## config.mk

```make
export PLATFORM = sky130hd
export DESIGN_NAME = asm_alert
export DESIGN_NICKNAME = d
export VERILOG_FILES = /design/src/hw/asm_pkg.sv /design/src/hw/asm_alert.sv
export VERILOG_INCLUDE_DIRS = /design/src /design/src/hw
export SDC_FILE = /design/constraint.sdc
export NUM_CORES = 1
export LEC_CHECK = 0
export ABC_AREA = 1
export BUFFER_PORTS_ARGS = -buffer_cell sky130_fd_sc_hd__clkbuf_2
export CORE_MARGIN = 10
export CORE_UTILIZATION = 40
export CTS_CLUSTER_DIAMETER = 40
export DETAILED_ROUTE_END_ITERATION = 16
export HOLD_SLACK_MARGIN = 0.05
export PLACE_DENSITY = 0.73
export SYNTH_ARGS = -nofsm -noshare
export SYNTH_HDL_FRONTEND = slang
export SYNTH_SLANG_ARGS = --single-unit
```

## constraint.sdc

```tcl
create_clock -name i_clk_sys -period 1.5 [get_ports i_clk_sys]
set_input_delay 0.3 -clock i_clk_sys [delete_from_list [all_inputs] [get_ports i_clk_sys]]
set_output_delay 0.3 -clock i_clk_sys [all_outputs]
set_load 0.02 [all_outputs]
```

## src/hw/asm_params.svh

```systemverilog
`ifndef ASM_PARAMS_SVH
`define ASM_PARAMS_SVH

// register offsets on the serial register port
`define ASM_OFS_STATUS1 8'h41
`define ASM_OFS_STATUS2 8'h42
`define ASM_OFS_MASK1   8'h74
`define ASM_OFS_MASK2   8'h75
`define ASM_OFS_CFG3    8'h78
`define ASM_OFS_CFG4    8'h7d

// field positions
`define ASM_BIT_ALERT_SEL 0
`define ASM_BIT_LINE_EN   1
`define ASM_BIT_FULL_SPEED_ON_OVERHEAT     2
`define ASM_BIT_G2_SUM    7
`define ASM_BIT_F4        5

// implemented bits of each status group
`define ASM_G1_VALID 8'h75
`define ASM_G2_VALID 8'hfe

// reset values
`define ASM_RST_REG  8'h00
`define ASM_RST_FAN  3'h0

`endif

```

## src/hw/asm_pkg.sv

```systemverilog
package asm_pkg;

  // whole state of the alert block
  typedef struct packed {
    logic [7:0] st1;
    logic [7:0] st2;
    logic [7:0] mask1;
    logic [7:0] mask2;
    logic [7:0] cfg3;
    logic [7:0] cfg4;
    logic [7:0] rdata;
    logic       alert;
    logic       timing;
    logic [2:0] full_speed_on_overheat;
  } asm_state_t;

endpackage : asm_pkg

```

## src/hw/asm_alert.sv

```systemverilog
// Contract
// - group two bit layout for faults
// - bit 5 fan four or timer limit
// - flags sticky until gone and read
// - alert held while out of limit
// - mask gates alert, not the flag
// - first mask register bit layout
// - second mask register bit layout
// - mask bit 5 follows bit 5 source
// - alert pins disabled after reset
// - config four bit 0 selects supply pin
// - config three bit 0 selects pin
// - config three bit 1 enables overheat line
// - flag overheat line held time for timing
// - full_speed_on_overheat runs fans full while held
// - full_speed_on_overheat only for running fans
// - group one bit 7 summarises group two
// - timer over limit sets bit 5 when config three bit 1 is set
`timescale 1ns/1ps
`default_nettype none
`include "asm_params.svh"

module asm_alert (
  // clock and reset
  input  wire logic       i_clk_sys,
  input  wire logic       i_srst,
  // register port from the serial interface
  input  wire logic [7:0] i_reg_addr,
  input  wire logic       i_reg_wr,
  input  wire logic       i_reg_rd,
  input  wire logic [7:0] i_reg_wdata,
  output      logic [7:0] o_reg_rdata,
  // limit comparator levels
  input  wire logic [7:0] i_grp1_cond,
  input  wire logic       i_diode_two_fault,
  input  wire logic       i_diode_one_fault,
  input  wire logic       i_cooler_four_slow,
  input  wire logic       i_cooler_three_slow,
  input  wire logic       i_cooler_two_slow,
  input  wire logic       i_cooler_one_slow,
  input  wire logic       i_critical_temp,
  input  wire logic       i_hot_timer_over,
  // overheat line pin, active low
  input  wire logic       i_overheat_line,
  input  wire logic       i_overheat_drive_req,
  output      logic       o_overheat_line,
  output      logic       o_overheat_line_oe,
  output      logic       o_overheat_timing,
  // fan drive
  input  wire logic [2:0] i_fan_running,
  output      logic [2:0] o_full_speed,
  // alert outputs, the two pin outputs open drain
  output      logic       o_alert_n,
  output      logic       o_supply_pin_alert_o,
  output      logic       o_supply_pin_alert_oe,
  output      logic       o_mp_pin_alert_o,
  output      logic       o_mp_pin_alert_oe
);

  asm_pkg::asm_state_t state_r;
  asm_pkg::asm_state_t state_nxt;

  logic [7:0] cond1_v;
  logic [7:0] cond2_v;
  logic       line_en;
  logic       full_speed_on_overheat_en;
  logic       ext_hold;
  logic       rd_st1;
  logic       rd_st2;

  // sticky update: a new event wins over a clear by read
  function automatic logic [7:0] sticky(input logic [7:0] cur,
                                        input logic [7:0] cond,
                                        input logic       clr);
    sticky = (cur & ~({8{clr}} & ~cond)) | cond;
  endfunction : sticky

  // pending alert sources from status and masks
  function automatic logic pending(input logic [7:0] s1,
                                   input logic [7:0] s2,
                                   input logic [7:0] m1,
                                   input logic [7:0] m2);
    logic p1;
    logic p2;
    p1 = |(s1 & ~m1 & `ASM_G1_VALID);
    p2 = |(s2 & ~m2 & `ASM_G2_VALID) & ~m1[`ASM_BIT_G2_SUM];
    pending = p1 | p2;
  endfunction : pending

  // condition vectors and read strobes
  always_comb
  begin
    line_en = state_r.cfg3[`ASM_BIT_LINE_EN];
    full_speed_on_overheat_en = state_r.cfg3[`ASM_BIT_FULL_SPEED_ON_OVERHEAT];
    cond1_v = i_grp1_cond & `ASM_G1_VALID;
    cond2_v = {i_diode_two_fault,
               i_diode_one_fault,
               line_en ? i_hot_timer_over : i_cooler_four_slow,
               i_cooler_three_slow,
               i_cooler_two_slow,
               i_cooler_one_slow,
               i_critical_temp,
               1'b0};
    rd_st1   = i_reg_rd && (i_reg_addr == `ASM_OFS_STATUS1);
    rd_st2   = i_reg_rd && (i_reg_addr == `ASM_OFS_STATUS2);
    ext_hold = line_en && !i_overheat_line && !i_overheat_drive_req;
  end

  // next state
  always_comb
  begin
    state_nxt = state_r;
    // sticky flags; masked sources still set their flag
    state_nxt.st1 = sticky(state_r.st1, cond1_v, rd_st1) &
                    `ASM_G1_VALID;
    state_nxt.st2 = sticky(state_r.st2, cond2_v, rd_st2) &
                    `ASM_G2_VALID;
    // register writes
    if (i_reg_wr)
    begin
      unique case (i_reg_addr)
        `ASM_OFS_MASK1: state_nxt.mask1 = i_reg_wdata;
        `ASM_OFS_MASK2: state_nxt.mask2 = i_reg_wdata;
        `ASM_OFS_CFG3:  state_nxt.cfg3  = i_reg_wdata;
        `ASM_OFS_CFG4:  state_nxt.cfg4  = i_reg_wdata;
        default: ;
      endcase
    end
    // read data shows the value before any clear
    if (i_reg_rd)
    begin
      unique case (i_reg_addr)
        `ASM_OFS_STATUS1: state_nxt.rdata = {|state_r.st2,
                                             state_r.st1[6:0]};
        `ASM_OFS_STATUS2: state_nxt.rdata = state_r.st2;
        `ASM_OFS_MASK1:   state_nxt.rdata = state_r.mask1;
        `ASM_OFS_MASK2:   state_nxt.rdata = state_r.mask2;
        `ASM_OFS_CFG3:    state_nxt.rdata = state_r.cfg3;
        `ASM_OFS_CFG4:    state_nxt.rdata = state_r.cfg4;
        default:          state_nxt.rdata = 8'h00;
      endcase
    end
    // alert tracks the new flags and masks
    state_nxt.alert = pending(state_nxt.st1, state_nxt.st2,
                              state_nxt.mask1, state_nxt.mask2);
    // overheat line held by the outside party
    state_nxt.timing = ext_hold;
    state_nxt.full_speed_on_overheat  = (ext_hold && full_speed_on_overheat_en) ?
                       i_fan_running : 3'h0;
    if (i_srst)
    begin
      state_nxt.st1    = `ASM_RST_REG;
      state_nxt.st2    = `ASM_RST_REG;
      state_nxt.mask1  = `ASM_RST_REG;
      state_nxt.mask2  = `ASM_RST_REG;
      state_nxt.cfg3   = `ASM_RST_REG;
      state_nxt.cfg4   = `ASM_RST_REG;
      state_nxt.rdata  = `ASM_RST_REG;
      state_nxt.alert  = 1'b0;
      state_nxt.timing = 1'b0;
      state_nxt.full_speed_on_overheat  = `ASM_RST_FAN;
    end
  end

  // state register
  always_ff @(posedge i_clk_sys)
  begin
    state_r <= state_nxt;
  end

  // outputs; alert pins only pull low once selected
  always_comb
  begin
    o_reg_rdata           = state_r.rdata;
    o_alert_n             = ~state_r.alert;
    o_supply_pin_alert_o  = 1'b0;
    o_supply_pin_alert_oe = state_r.cfg4[`ASM_BIT_ALERT_SEL] &&
                            state_r.alert;
    o_mp_pin_alert_o      = 1'b0;
    o_mp_pin_alert_oe     = state_r.cfg3[`ASM_BIT_ALERT_SEL] &&
                            state_r.alert;
    o_overheat_line       = 1'b0;
    o_overheat_line_oe    = line_en && i_overheat_drive_req;
    o_overheat_timing     = state_r.timing;
    o_full_speed          = state_r.full_speed_on_overheat;
  end
endmodule : asm_alert

`default_nettype wire

```

# Word-level counts from Yosys, hierarchy flattened
# Index checks and enable logic that the tools add are counted.
[classes]
bitwise_logic = 19
n_mux = 7
n_eq_ne = 6
n_reduce_logical = 16
[op_table]
columns = ["operator", "count"]
rows = [
  ["$eq A8 B7 Y1 const B", 6],
  ["$pmux W8 S6", 1],
  ["$mux W32", 1],
  ["$mux W8", 4],
  ["$and A8 B8 Y8", 3],
  ["$not A8 Y8", 3],
  ["$and A7 B7 Y7", 3],
  ["$not A7 Y7", 3],
  ["$logic_and A1 B1 Y1", 8],
  ["$or A8 B8 Y8", 1],
  ["$reduce_or A8 Y1", 1],
  ["$or A7 B7 Y7", 1],
  ["$reduce_or A7 Y1", 1],
  ["$reduce_or A5 Y1", 1],
  ["$reduce_and A2 Y1", 2],
  ["$not A1 Y1", 3],
  ["$logic_not A1 Y1", 2],
  ["$reduce_or A2 Y1", 1],
  ["$and A1 B1 Y1", 1],
  ["$mux W1", 1],
  ["$or A1 B1 Y1", 1],
]
[word_totals]
elab_cells = 59
regBits = 58
out_inout_bits = 19

# Depth between registers and ports, before layout
[depth]
ltp_word = 10
ltp_mapped = 12
mapped_depth_nobuf = 12

# Worst setup path after synthesis
# No wires, ideal clock.
[synth_path]
kind = "input to register"
start = "input i_reg_addr[7]"
end = "register state_r[4] in the netlist's numbering"
path_slack_ps = 78
setup_time_ps = 131
path_stages = 10
n_path_buf = 0
t_arrival_ps = 1291
cell_sequence = "inv_2 nand2_1 nor2_2 nand2_2 nor2_1 o21bai_1 nand2_1 nand3_1 nor2_1 a21oi_2"
[synth_between]
elab_chain_len = 10
elab_cells_between_ends = 26
cone_classes = "eq/ne: 4; mux: 3; bitwise: 15; reduce/logical: 4"
[synth_rtl]
columns = ["item", "line_no", "rtl"]
rows = [
  ["start, declared", "asm_alert.sv:28", "input wire logic [7:0] i_reg_addr,"],
  ["$eq A8 B7 Y1", "--", ""],
  ["$logic_and A1 B1 Y1", "asm_alert.sv:105", "rd_st2 = i_reg_rd && (i_reg_addr == `ASM_OFS_STATUS2);"],
  ["$and A8 B8 Y8", "asm_alert.sv:75", "sticky = (cur & ~({8{clr}} & ~cond)) | cond;"],
  ["$not A8 Y8", "asm_alert.sv:75", ""],
  ["$and A8 B8 Y8", "asm_alert.sv:75", ""],
  ["$or A8 B8 Y8", "asm_alert.sv:75", ""],
  ["$and A8 B8 Y8", "asm_alert.sv:86", "p2 = |(s2 & ~m2 & `ASM_G2_VALID) & ~m1[`ASM_BIT_G2_SUM];"],
  ["$reduce_or A7 Y1", "asm_alert.sv:86", ""],
  ["$and A1 B1 Y1", "asm_alert.sv:86", ""],
  ["$or A1 B1 Y1 *", "asm_alert.sv:87", "pending = p1 | p2;"],
  ["end signal, assigned", "asm_alert.sv:168", "state_r <= state_nxt;"],
  ["end, declared", "asm_alert.sv:60", "asm_pkg::asm_state_t state_r;"],
]
# Every way passes the cells marked *; elsewhere a longest branch is shown, timed or not.
# A chain may end at the register's enable or synchronous reset.

# Final worst setup path
# Same ends and word-level chain as after synthesis.

==> flow_summary.ini <==
[global_routing]
antenna_found_initial = 0
grt_pass1_vias = 2641
track_usage_pct = 13.7
overflow = 0
grt_max_degree = 33
grt_pass1_wl_um = 12100

[die]
die_w_um = 104
num_rows = 30
die-height_um = 104
dieArea_um2 = 10700
top_level_ports = 60
coreArea_um2 = 6790
start_util_pct = 41.2

[route]
wirelength_um = 7420
viasPerCell = 4.71
ant_nets = 0
vias = 2672
initialDrtViolationCount = 175
dr.pass1.iters = 5
wl_per_cell_um = 13.1
drcViolationCount = 0

[sta]
clock.fmax_mhz = 741
final_hold_viol_count = 0
setup_viol = 0
period_minus_slack_ns = 1.35
rsz0062_at_grt = no
fin_crit_sh_pct = 90.0
fin_worst_skew_ns = 0.00761
finalMaxSlewViolations = 0

[placement]
placed_cell_area_um2 = 3280
place_inst = 552
port_buffers = 53
place_congestion = 0.856
hpwlAfterDp_um = 5840

[yosys]
async_flop_share_pct = 0
netlist.area_leader.share_pct = 40.8
syn_area_um2 = 2800
synth.area.top_cells = dfxtp_1, nand2_1, inv_1, a21oi_1, nor2_1
synth.avg_cell_area_um2 = 7.10
ys.flop_type = dfxtp_1
synth_warnings = 0
synth.ff_latch_count = 57
yosysUniqueCellTypes = 34
synth_common_cells = nand2_1, inv_1, dfxtp_1, nor2_1, a21oi_1
syn_inst = 394
yosysMostFrequentCell = nand2_1
synth_top_cell_by_area = dfxtp_1
ys_seq_area_share_pct = 40.8
synth-edff-count = 0

[clock_network]
cts_tree = built
cts.clk_slew.worst_paths_ns = 0.06
cts_buffer_depth = 2
cts_hold_buffers = 0
cts_max_level = 3
cts_resized = 0
cts_root_buffer = clkbuf_8
clock_sinks = 57
clk_latency_ns = 0.34
numCtsBuffers = 9
post_cts.repair.setup_buffers = 0

[final_layout]
fin_cells = 567
final_nets = 509
stdcell_area_um2 = 3470
area_growth_pct = 24.2
antenna-diode-count = 0
layout-drive-gt1-share_pct = 27.8

[hold_path]
min_from = i_overheat_line
hold_path.class = input pin to flip-flop
min_to = o_overheat_timing$_SDFF_PP0_
hold_depth = 2

[worst_setup_path]
r2r-end = state_r[4]$_SDFF_PP0_
reg2reg_slack_ns = 0.22
cp_max_fo = 7
worstPathArrival_ns = 1.57
crit_type = input pin to flip-flop
required_ns = 1.72
end_kind = flip-flop
worstSetupStartpointType = input pin
reg2reg_from = line_en$_SDFFE_PP0P_
r2r_cells = 11

[power_and_ir_drop]
combinationalPowerShare_pct = 9.8
p_per_area_nw_per_um2 = 938
internal_power_mw = 2.46
power.total_mw = 3.26
p_sw_share_pct = 24.5
switchingPower_mw = 0.799
seqPwrFrac_pct = 48.1
pwr-share-clk_pct = 42.1
peakVddDrop_uv = 415
power.leakage_nw = 1.72

[run]
maxCapViolCount = 0

[run_status]
status = completed
==> sequential cells by signal, indices dropped and copies added, names as in the netlist, named ones only <==
register                   flops
o_full_speed                   3
state_r                       40
line_en                        1
full_speed_on_overheat_en      1
o_reg_rdata                    8
o_overheat_timing              1
==> worst max-delay path: stages <==
cell and delay (ns):
clkbuf_2 0.08, inv_2 0.03, nand2_1 0.09, nor2_2 0.23, nand3_2 0.19, nand2_1 0.13
nand2_1 0.07, nand2_1 0.08, inv_2 0.03, nor2_1 0.09, nand2_1 0.08, nand2_1 0.10
a21oi_2 0.05
==> routing by layer <==
| layer | global-route usage [%] | part of all wire [%] | up-vias |
|---|---|---|---|
| met4 | 6.25 | 2.1 | 0 |
| li1 | - | - | 1394 |
| met2 | 22.7 | 48 | 75 |
| met5 | 0 | 0 | - |
| met1 | 15.7 | 43 | 1191 |
| met3 | 4.21 | 6.6 | 12 |
==> worst max path at each step <==
stage / from / end / slack [ns] / cells after the start
3_5_place_dp: i_reg_addr[7] / o_reg_rdata[0]$_SDFFE_PP0P_ / -0.21 / 10
3_3_place_gp: i_reg_addr[7] / state_r[4]$_SDFF_PP0_ / -0.18 / 13
4_1_cts: i_reg_addr[7] / o_reg_rdata[0]$_SDFFE_PP0P_ / 0.15 / 10
5_1_grt: i_reg_addr[7] / state_r[4]$_SDFF_PP0_ / 0.03 / 13
6_report: i_reg_addr[7] / state_r[4]$_SDFF_PP0_ / 0.15 / 13
2_1_floorplan: i_reg_addr[7] / state_r[4]$_SDFF_PP0_ / 0.08 / 10
==> cells in the final DEF, fill, tap and decap left out, types with 2 or more instances in the layout <==
| cell type | instances |
|---|---|
| o21ai_0 | 17 |
| clkinv_2 | 3 |
| o221ai_1 | 3 |
| o21ai_2 | 2 |
| a31oi_1 | 3 |
| o21ai_1 | 17 |
| clkbuf_2 | 53 |
| dfxtp_1 | 57 |
| nand2_2 | 5 |
| nand3_2 | 4 |
| nor2_8 | 2 |
| nor2_2 | 3 |
| nand2_1 | 84 |
| a211oi_1 | 3 |
| a21oi_1 | 31 |
| nor2_4 | 2 |
| nand3_1 | 5 |
| nor2_1 | 36 |
| inv_1 | 58 |
| a221oi_1 | 4 |
| clkbuf_8 | 10 |
| buf_4 | 33 |
| nor3_1 | 2 |
| o22ai_1 | 2 |
| inv_2 | 9 |
| o2111ai_1 | 2 |
| nand4_1 | 7 |
| nand2_4 | 2 |
| conb_1 | 3 |
| o21bai_1 | 4 |
==> per-stage QoR <==
| step | hold WS (ns) | utilization, % | TNS (ns) | setup slack, ns |
|---|---|---|---|---|
| floorplan | 0.391 | - | 0 | 0.0781 |
| global placement | 0.437 | 48.3 | -1.26 | -0.179 |
| detailed placement | 0.444 | 48.3 | -1.63 | -0.206 |
| CTS | 0.131 | 51.0 | 0 | 0.148 |
| global route | 0.133 | 51.1 | 0 | 0.0279 |
| finish | 0.142 | 51.1 | 0 | 0.150 |
==> kinds of logic after synthesis <==
group,after synthesis,synth area share (%)
buffers and inverters,93,15.0
flip-flops,57,40.8
AND/OR/NAND/NOR,153,25.4
AO/OA/AOI/OAI,90,18.7
other,1,0.134
==> cell type report <==
cell class / instances / area (um^2)
fillers: 682 / 3320
well taps: 96 / 120
clock buffers: 10 / 138
repair buffers: 87 / 533
clock inverters: 4 / 45.0
multi-input cells: 246 / 1240
inverters: 67 / 251
flip-flops and latches: 57 / 1140
==> power groups by stage <==
stage	Sequential (mW)	Clock, mW	Combinational [mW]
5_1_grt	1.57	1.48	0.358
2_1_floorplan	1.59	0	0.192
6_report	1.57	1.37	0.319
3_5_place_dp	1.60	0	0.316
3_3_place_gp	1.60	0	0.310
4_1_cts	1.57	1.41	0.319
Note: power is estimated with default switching activity, not from simulation.
